File: config.mk
export PLATFORM = sky130hd
export DESIGN_NAME = rgr_guard_row_inserter
export DESIGN_NICKNAME = d
export VERILOG_FILES = /design/src/design/rgr_pkg.sv /design/src/design/rgr_guard_row_inserter.sv
export SDC_FILE = /design/constraint.sdc
export NUM_CORES = 1
export LEC_CHECK = 0
export BUFFER_PORTS_ARGS = -buffer_cell sky130_fd_sc_hd__buf_2
export CORE_ASPECT_RATIO = 1.25
export CORE_MARGIN = 4
export CORE_UTILIZATION = 35
export DETAILED_ROUTE_END_ITERATION = 10
export GPL_TIMING_DRIVEN = 1
export HOLD_SLACK_MARGIN = 0.12
export PLACE_DENSITY_LB_ADDON = 0.25
export SLEW_MARGIN = 10
export SYNTH_ARGS = -nofsm -noshare
export SYNTH_HDL_FRONTEND = slang
export SYNTH_SLANG_ARGS = --single-unit
File: constraint.sdc
create_clock -name sys_clk -period 3.1 [get_ports sys_clk]
set_input_delay 0.62 -clock sys_clk [delete_from_list [all_inputs] [get_ports sys_clk]]
set_output_delay 0.62 -clock sys_clk [all_outputs]
set_load 0.01 [all_outputs]
File: src/design/rgr_pkg.sv
package rgr_pkg;
   localparam logic [6:0] ADDR_EXP_SYNC = 7'h29;
   localparam logic [6:0] ADDR_GUARD_CNT = 7'h76;
   localparam logic [6:0] ADDR_GUARD_LEFT = 7'h77;
   localparam int BIT_INTE_SYNC = 2;
   localparam int BIT_EXP_DUAL = 1;
   localparam logic [7:0] RST_EXP_SYNC = 8'h00;
   localparam logic [7:0] RST_GUARD_CNT = 8'h00;
   localparam logic [7:0] REG_ZERO = 8'h00;
   localparam int DATA_W = 10;
   localparam int SMP_W = DATA_W + 5;
   localparam int SMP_CLK = DATA_W + 4;
   localparam int SMP_XFER = DATA_W + 3;
   localparam int SMP_FV = DATA_W + 2;
   localparam int SMP_LV = DATA_W + 1;
   localparam int SMP_PV = DATA_W;
endpackage

File: src/design/rgr_guard_row_inserter.sv
`timescale 1ns/1ps
`default_nettype none
module rgr_guard_row_inserter
   import rgr_pkg::*;
(
   input wire logic sys_clk,
   input wire logic rst_b,
   input wire logic [6:0] reg_addr,
   input wire logic [7:0] reg_wdata,
   input wire logic reg_wr,
   output logic [7:0] reg_rdata,
   input wire logic lnk_clk,
   input wire logic xfer_pulse,
   input wire logic seq_frame_valid,
   input wire logic seq_line_valid,
   input wire logic seq_pixel_valid,
   input wire logic [DATA_W-1:0] seq_data,
   output logic frame_valid,
   output logic line_valid,
   output logic pixel_valid,
   output logic [DATA_W-1:0] pix_data
);
   logic rst_s1_r;
   logic rst_n;
   logic [SMP_W-1:0] smp1_r;
   logic [SMP_W-1:0] smp2_r;
   logic lclk_d_r;
   logic xfer_d_r;
   logic [7:0] exp_sync_r;
   logic [7:0] exp_sync_nxt;
   logic [7:0] guard_cnt_r;
   logic [7:0] guard_cnt_nxt;
   logic [7:0] guard_left_r;
   logic [7:0] guard_left_nxt;
   logic row_sup_r;
   logic row_sup_nxt;
   logic lv_prev_r;
   logic lv_prev_nxt;
   logic [7:0] rdata_r;
   logic [7:0] rdata_nxt;
   logic fv_r;
   logic fv_nxt;
   logic lv_r;
   logic lv_nxt;
   logic pv_r;
   logic pv_nxt;
   logic [DATA_W-1:0] data_r;
   logic [DATA_W-1:0] data_nxt;
   logic lnk_rise;
   logic xfer_rise;
   logic insert_en;
   logic load;
   logic row_start;
   logic row_end;
   logic sup_eff;

   function automatic logic is_nonzero(input logic [7:0] value);
      return value != REG_ZERO;
   endfunction

   // Reset is released through two flip-flops.
   always_ff @(posedge sys_clk or negedge rst_b)
   begin
      if (!rst_b)
      begin
         rst_s1_r <= 1'b0;
         rst_n <= 1'b0;
      end
      else
      begin
         rst_s1_r <= 1'b1;
         rst_n <= rst_s1_r;
      end
   end

   // All stream inputs and the link clock pass two flip-flops.
   always_ff @(posedge sys_clk or negedge rst_n)
   begin
      if (!rst_n)
      begin
         smp1_r <= '0;
         smp2_r <= '0;
         lclk_d_r <= 1'b0;
         xfer_d_r <= 1'b0;
      end
      else
      begin
         smp1_r <= {lnk_clk, xfer_pulse, seq_frame_valid, seq_line_valid, seq_pixel_valid,
                    seq_data};
         smp2_r <= smp1_r;
         lclk_d_r <= smp2_r[SMP_CLK];
         xfer_d_r <= smp2_r[SMP_XFER];
      end
   end

   assign lnk_rise = smp2_r[SMP_CLK] & ~lclk_d_r;
   assign xfer_rise = smp2_r[SMP_XFER] & ~xfer_d_r;
   assign insert_en = exp_sync_r[BIT_INTE_SYNC] & is_nonzero(guard_cnt_r);
   // Single exposure loads only when idle; dual exposure reloads at each pulse.
   assign load = xfer_rise & insert_en & (~is_nonzero(guard_left_r)
                 | exp_sync_r[BIT_EXP_DUAL]);
   assign row_start = lnk_rise & smp2_r[SMP_LV] & ~lv_prev_r;
   assign row_end = lnk_rise & ~smp2_r[SMP_LV] & lv_prev_r;
   assign sup_eff = row_start ? is_nonzero(guard_left_r) : row_sup_r;

   always_comb
   begin
      exp_sync_nxt = exp_sync_r;
      guard_cnt_nxt = guard_cnt_r;
      if (reg_wr && reg_addr == ADDR_EXP_SYNC)
         exp_sync_nxt = reg_wdata;
      if (reg_wr && reg_addr == ADDR_GUARD_CNT)
         guard_cnt_nxt = reg_wdata;
      case (reg_addr)
         ADDR_EXP_SYNC: rdata_nxt = exp_sync_r;
         ADDR_GUARD_CNT: rdata_nxt = guard_cnt_r;
         ADDR_GUARD_LEFT: rdata_nxt = guard_left_r;
         default: rdata_nxt = REG_ZERO;
      endcase
   end

   always_comb
   begin
      guard_left_nxt = guard_left_r;
      row_sup_nxt = row_sup_r;
      lv_prev_nxt = lv_prev_r;
      fv_nxt = fv_r;
      lv_nxt = lv_r;
      pv_nxt = pv_r;
      data_nxt = data_r;
      if (lnk_rise)
      begin
         lv_prev_nxt = smp2_r[SMP_LV];
         if (row_start)
            row_sup_nxt = is_nonzero(guard_left_r);
         if (row_end && row_sup_r)
         begin
            // One guard row ends with its line_valid period, whatever slots it held.
            guard_left_nxt = guard_left_r - 8'h01;
            row_sup_nxt = 1'b0;
         end
         fv_nxt = smp2_r[SMP_FV];
         lv_nxt = smp2_r[SMP_LV] & ~sup_eff;
         pv_nxt = smp2_r[SMP_PV] & ~sup_eff;
         data_nxt = smp2_r[DATA_W-1:0];
      end
      if (load)
         guard_left_nxt = guard_cnt_r;
   end

   always_ff @(posedge sys_clk or negedge rst_n)
   begin
      if (!rst_n)
      begin
         exp_sync_r <= RST_EXP_SYNC;
         guard_cnt_r <= RST_GUARD_CNT;
         rdata_r <= REG_ZERO;
         guard_left_r <= REG_ZERO;
         row_sup_r <= 1'b0;
         lv_prev_r <= 1'b0;
         fv_r <= 1'b0;
         lv_r <= 1'b0;
         pv_r <= 1'b0;
         data_r <= '0;
      end
      else
      begin
         exp_sync_r <= exp_sync_nxt;
         guard_cnt_r <= guard_cnt_nxt;
         rdata_r <= rdata_nxt;
         guard_left_r <= guard_left_nxt;
         row_sup_r <= row_sup_nxt;
         lv_prev_r <= lv_prev_nxt;
         fv_r <= fv_nxt;
         lv_r <= lv_nxt;
         pv_r <= pv_nxt;
         data_r <= data_nxt;
      end
   end

   assign reg_rdata = rdata_r;
   assign frame_valid = fv_r;
   assign line_valid = lv_r;
   assign pixel_valid = pv_r;
   assign pix_data = data_r;

   a_guard_row_blank: assert property (@(posedge sys_clk) disable iff (!rst_n)
      row_sup_r |-> !line_valid && !pixel_valid)
      else $error("Valid strobe seen during a guard row.");

   a_guard_load_idle: assert property (@(posedge sys_clk) disable iff (!rst_n)
      xfer_rise && insert_en && guard_left_r == REG_ZERO |=> guard_left_r == $past(guard_cnt_r))
      else $error("Guard rows not loaded at transfer pulse.");

   a_single_ignore: assert property (@(posedge sys_clk) disable iff (!rst_n)
      xfer_rise && !exp_sync_r[BIT_EXP_DUAL] && is_nonzero(guard_left_r) && !row_end
      |=> guard_left_r == $past(guard_left_r))
      else $error("Transfer pulse reloaded guard rows in single exposure.");

   a_reset_cleared: assert property (@(posedge sys_clk)
      $rose(rst_n) |-> guard_cnt_r == REG_ZERO && !exp_sync_r[BIT_INTE_SYNC])
      else $error("Guard settings not cleared by reset.");

   a_row_decrement: assert property (@(posedge sys_clk) disable iff (!rst_n)
      row_end && row_sup_r && !load |=> guard_left_r == $past(guard_left_r) - 8'h01)
      else $error("Guard count not reduced at row end.");

   a_whole_rows_only: assert property (@(posedge sys_clk) disable iff (!rst_n)
      $changed(guard_left_r) |-> $past(load) || $past(row_end && row_sup_r))
      else $error("Guard count changed inside a row.");

   a_dual_reload: assert property (@(posedge sys_clk) disable iff (!rst_n)
      xfer_rise && insert_en && exp_sync_r[BIT_EXP_DUAL] ##1 1'b1
      |-> guard_left_r == $past(guard_cnt_r))
      else $error("Second transfer pulse did not reload guard rows.");

   a_frame_kept: assert property (@(posedge sys_clk) disable iff (!rst_n)
      lnk_rise && smp2_r[SMP_FV] && sup_eff |=> frame_valid ##1 !row_sup_r || frame_valid
      || !$past(smp2_r[SMP_FV]))
      else $error("frame_valid dropped in a guard row.");

   a_disabled_idle: assert property (@(posedge sys_clk) disable iff (!rst_n)
      !insert_en && guard_left_r == REG_ZERO |=> guard_left_r == REG_ZERO)
      else $error("Guard rows started while insertion disabled.");
endmodule
`default_nettype wire

Word-level counts from Yosys, hierarchy flattened --
Cells that the tools add are included.
Word-level totals: input bits 33, output and inout port bits 21, flip-flop bits (word level) 81
Operators by class: mux-type cells 6, bitwise gates (word level) 18, $add $sub $neg 1, equal/unequal tests 3, reductions and logical operators 8
Operators with widths (number):
- two-way mux 8 bit | 3
- one-hot mux 8 bit (3 select lines) | 1
- nonzero test 8 bit | 2
- equality test 7 bit (second input constant) | 2
- AND 1 bit | 11
- subtractor 8 x 1 -> 8 bit (second input constant) | 1
- equality test 7 x 6 -> 1 bit (second input constant) | 1
- inverter 1 bit | 6
- nonzero test 2 bit | 2
- logical AND 1 bit | 3
- two-way mux 1 bit | 2
- AND reduction 2 bit | 1
- bitwise OR 1 bit | 1

Depth between registers and ports, before layout --
depth in word-level cells 8, depth in mapped cells 6, depth with buffers taken out 6

Worst setup path before layout --
No wires, ideal clock.
kind input -> register, start in reg_addr[3], end reg guard_cnt_r[0], stages on the path 4, setup slack 1.153 ns, buffers on the path 0, required time 2.975 ns, library setup time 0.125 ns, arrival 1.822 ns, path through and4b_1 nand3_2 nor3b_2 mux2_2
On the way: cells in the longest elaborated chain, start to end 2
Ends and longest elaborated chain:
- start, declared | line rgr_guard_row_inserter.sv:8 | input wire logic [6:0] reg_addr,
- equality test 7 bit | line rgr_guard_row_inserter.sv:112 | if (reg_wr && reg_addr == ADDR_GUARD_CNT)
- logical AND 1 bit | line rgr_guard_row_inserter.sv:112
- end signal, assigned | line rgr_guard_row_inserter.sv:169 | guard_cnt_r <= guard_cnt_nxt;
- end, declared | line rgr_guard_row_inserter.sv:31 | logic [7:0] guard_cnt_r;
No other way between the ends. A chain may end at the register's enable or synchronous reset.

Worst setup path after layout --
start reg guard_left_r[4], end reg guard_left_r[7]
On the way: cells in the longest elaborated chain, start to end 6, elaborated cells between the ends (all ways) 11, those cells by class add/sub: 1; mux: 3; bitwise: 3; reduce/logical: 4
Ends and longest elaborated chain:
- start, declared | line rgr_guard_row_inserter.sv:33 | logic [7:0] guard_left_r;
- start signal, assigned | line rgr_guard_row_inserter.sv:171 | guard_left_r <= guard_left_nxt;
- branches (longest 6 deep; another with subtractor 8 x 1 -> 8 bit)
Several ways; the timed one is not identified. The select of a mux whose other input is x is not followed.

==> results.sh <==
export IMPL_yosys_register_bits=81
export IMPL_dieArea_um2=10100
export IMPL_path_max_fanout=8
export IMPL_drv_cap=0
export IMPL_fin_setup_tns_ps=0
export IMPL_cts_sinks=81
export IMPL_grt_start_max_net_pins=80
export IMPL_synth_top_area_share=0.675
export IMPL_path_cells="nor3_4 > nand4b_4 > a221oi_4 > mux2_2"
export IMPL_required_ps=3330
export IMPL_critPathSlowestCell="a221oi_4"
export IMPL_maxSlewHeadroom=0.355
export IMPL_hp_class="reg -> reg"
export IMPL_fin_skew_ps=9.82
export IMPL_yosysTopAreaCell="dfrtp_1"
export IMPL_p_per_area_nw_per_um2=594
export IMPL_ant_nets=0
export IMPL_synthesis_instances=221
export IMPL_utilization=0.431
export IMPL_period_minus_slack_ps=1950
export IMPL_period_share=0.629
export IMPL_drive_gt1_frac=0.350
export IMPL_dp_hpwl_um=4010
export IMPL_initial_core_util=0.363
export IMPL_via_per_inst=4.77
export IMPL_n_antenna_cell=0
export IMPL_first_global_vias=2016
export IMPL_root_buffer="clkbuf_8"
export IMPL_rsz0062_at_grt="no"
export IMPL_startpoint_type="flop"
export IMPL_grt_pass1_wl_um=10000
export IMPL_numPortBuffers=53
export IMPL_power_leakage_nw=1.79
export IMPL_grt_overflow=0
export IMPL_ys_seq_area_frac=0.675
export IMPL_ys_flop_type="dfrtp_1"
export IMPL_synth_area_um2=3000
export IMPL_fmax_ghz=0.513
export IMPL_wire_per_inst_um=14.9
export IMPL_cts_resized=0
export IMPL_cp_end_kind="flop"
export IMPL_tightest_slew_ps=967
export IMPL_pin_count=54
export IMPL_area_delta_synth_final_pct=19.0
export IMPL_cts_buffers=9
export IMPL_grt_antenna_before_repair=0
export IMPL_initialDrtViolationCount=87
export IMPL_hold_viol_final=0
export IMPL_worstPathArrival_ps=2190
export IMPL_globalplace_congestion=0.747
export IMPL_synthDistinctLibCells=32
export IMPL_globalRouteTotalUtil=0.128
export IMPL_layout_commonest_cell="dfrtp_1"
export IMPL_postSynthAreaPerCell_um2=13.6
export IMPL_cts_tree="built"
export IMPL_status="completed"
export IMPL_clk_insertion_delay_late_ps=350
export IMPL_n_fill_cell=769
export IMPL_worst_path_largest_cell_delay_ps=520
export IMPL_criticalPathCategory="reg -> reg"
export IMPL_syn_nets=256
export IMPL_rows=37
export IMPL_setup_viol=0
export IMPL_synth_area_top_cells="dfrtp_1 67%, mux2_2 9.4%, nand2_1 6.0%"
export IMPL_die_w_um=90.9
export IMPL_synth_edf_count=0
export IMPL_async_flop_share=1.00
export IMPL_reg2reg_slack_ps=1150
export IMPL_vdd_drop_max_mv=0.288
export IMPL_clock_path_buffers=2
export IMPL_htree_levels=3
export IMPL_layout_common_cells="80 x dfrtp_1, 53 x buf_2, 48 x nand2_1"
export IMPL_firstDrtPassIters=4
export IMPL_nets=317
export IMPL_drc=0
export IMPL_wl_um=5720
export IMPL_clkTransAtPathRegs_ps=80
export IMPL_core_um2=8290
export IMPL_vias=1827
export IMPL_ys_warn_count=0
export IMPL_slew_violations=0
export IMPL_die_h_um=112
-- synthesized netlist by cell type, types with 2 or more instances --
cell type  number
o21ai_0        10
nor2_1          4
and4b_1         2
nor4_1          3
dfrtp_1        81
a21oi_1         2
buf_2           2
mux2i_1         8
nor4b_1         2
xor2_1          3
ha_1            2
nand3b_1        4
mux2_2         25
inv_1           3
xnor2_1         4
clkbuf_1        3
nand2_1        48
-- power breakdown --
group	switching, mW	leakage, nW	internal [mW]
Combinational	0.0971	0.671	0.101
Clock	0.364	0.0925	0.368
Sequential	0.0660	1.02	1.13
Total	0.527	1.79	1.60
-- layer usage --
| metal | track usage | up-vias | part of all wire |
|---|---|---|---|
| met2 | 0.209 | 39 | 0.52 |
| li1 | - | 873 | - |
| met3 | 0.0439 | 10 | 0.047 |
| met4 | 0.0604 | 0 | 0.022 |
| met1 | 0.150 | 905 | 0.41 |
| met5 | 0 | - | 0 |
-- stage by stage --
step	hold slack [ps]	cell area, µm²	std cells	worst slack [ps]	power [mW]
floorplan	324	3000	221	677	1.33
global placement	331	3380	367	842	1.41
finish	346	3570	383	1150	2.12
detailed placement	335	3380	367	797	1.42
CTS	342	3570	383	1120	2.17
global route	333	3570	383	1020	2.25
-- cell type report --
class                   count  area [µm²]  area share
well taps                  97         121      0.0340
multi-input cells         132         945       0.264
clock inverters             5        56.3      0.0158
clock buffers              10         128      0.0357
flip-flops and latches     81        2030       0.568
repair buffers             55         283      0.0791
inverters                   3        11.3     0.00315
-- path summary, 6_finish.rpt --
path / startpoint / to / depth (start not counted)
setup / recovery: guard_left_r[4] / guard_left_r[7] / 4
hold / removal: smp1_r[10] / smp2_r[10] / 0
setup reg to reg: guard_left_r[4] / guard_left_r[7] / 4
hold reg to reg: smp1_r[10] / smp2_r[10] / 0
max in group asynchronous: rst_n / reg_rdata[3] / 0
min in group asynchronous: rst_n / smp2_r[5] / 0
-- worst max-delay path: cells and delay by family (launching register included) --
kind | cells | cell delay [ps]
flops | 1 | 470
simple gates | 2 | 460
mux | 1 | 390
compound gates | 1 | 520
-- state kept, by name (all words and copies together), names as in the netlist, 8 cells and up --
name,count
exp_sync_r,8
guard_cnt_r,8
guard_left_r,8
pix_data,10
reg_rdata,8
smp1_r,15
smp2_r,15
-- cell families after synthesis --
group	synth area share
simple gates	0.132
xor+xnor	0.0204
buf+inv	0.0108
flops	0.675
mux	0.120
fa+ha+maj	0.00833
other cells	0.00125
compound gates	0.0317
-- what timing repair did --
action	CTS	global route
hold endpoints to repair	2	0
buffers inserted	0	0
hold buffers	1	0
No activity file was read; power rests on OpenSTA's default activity.
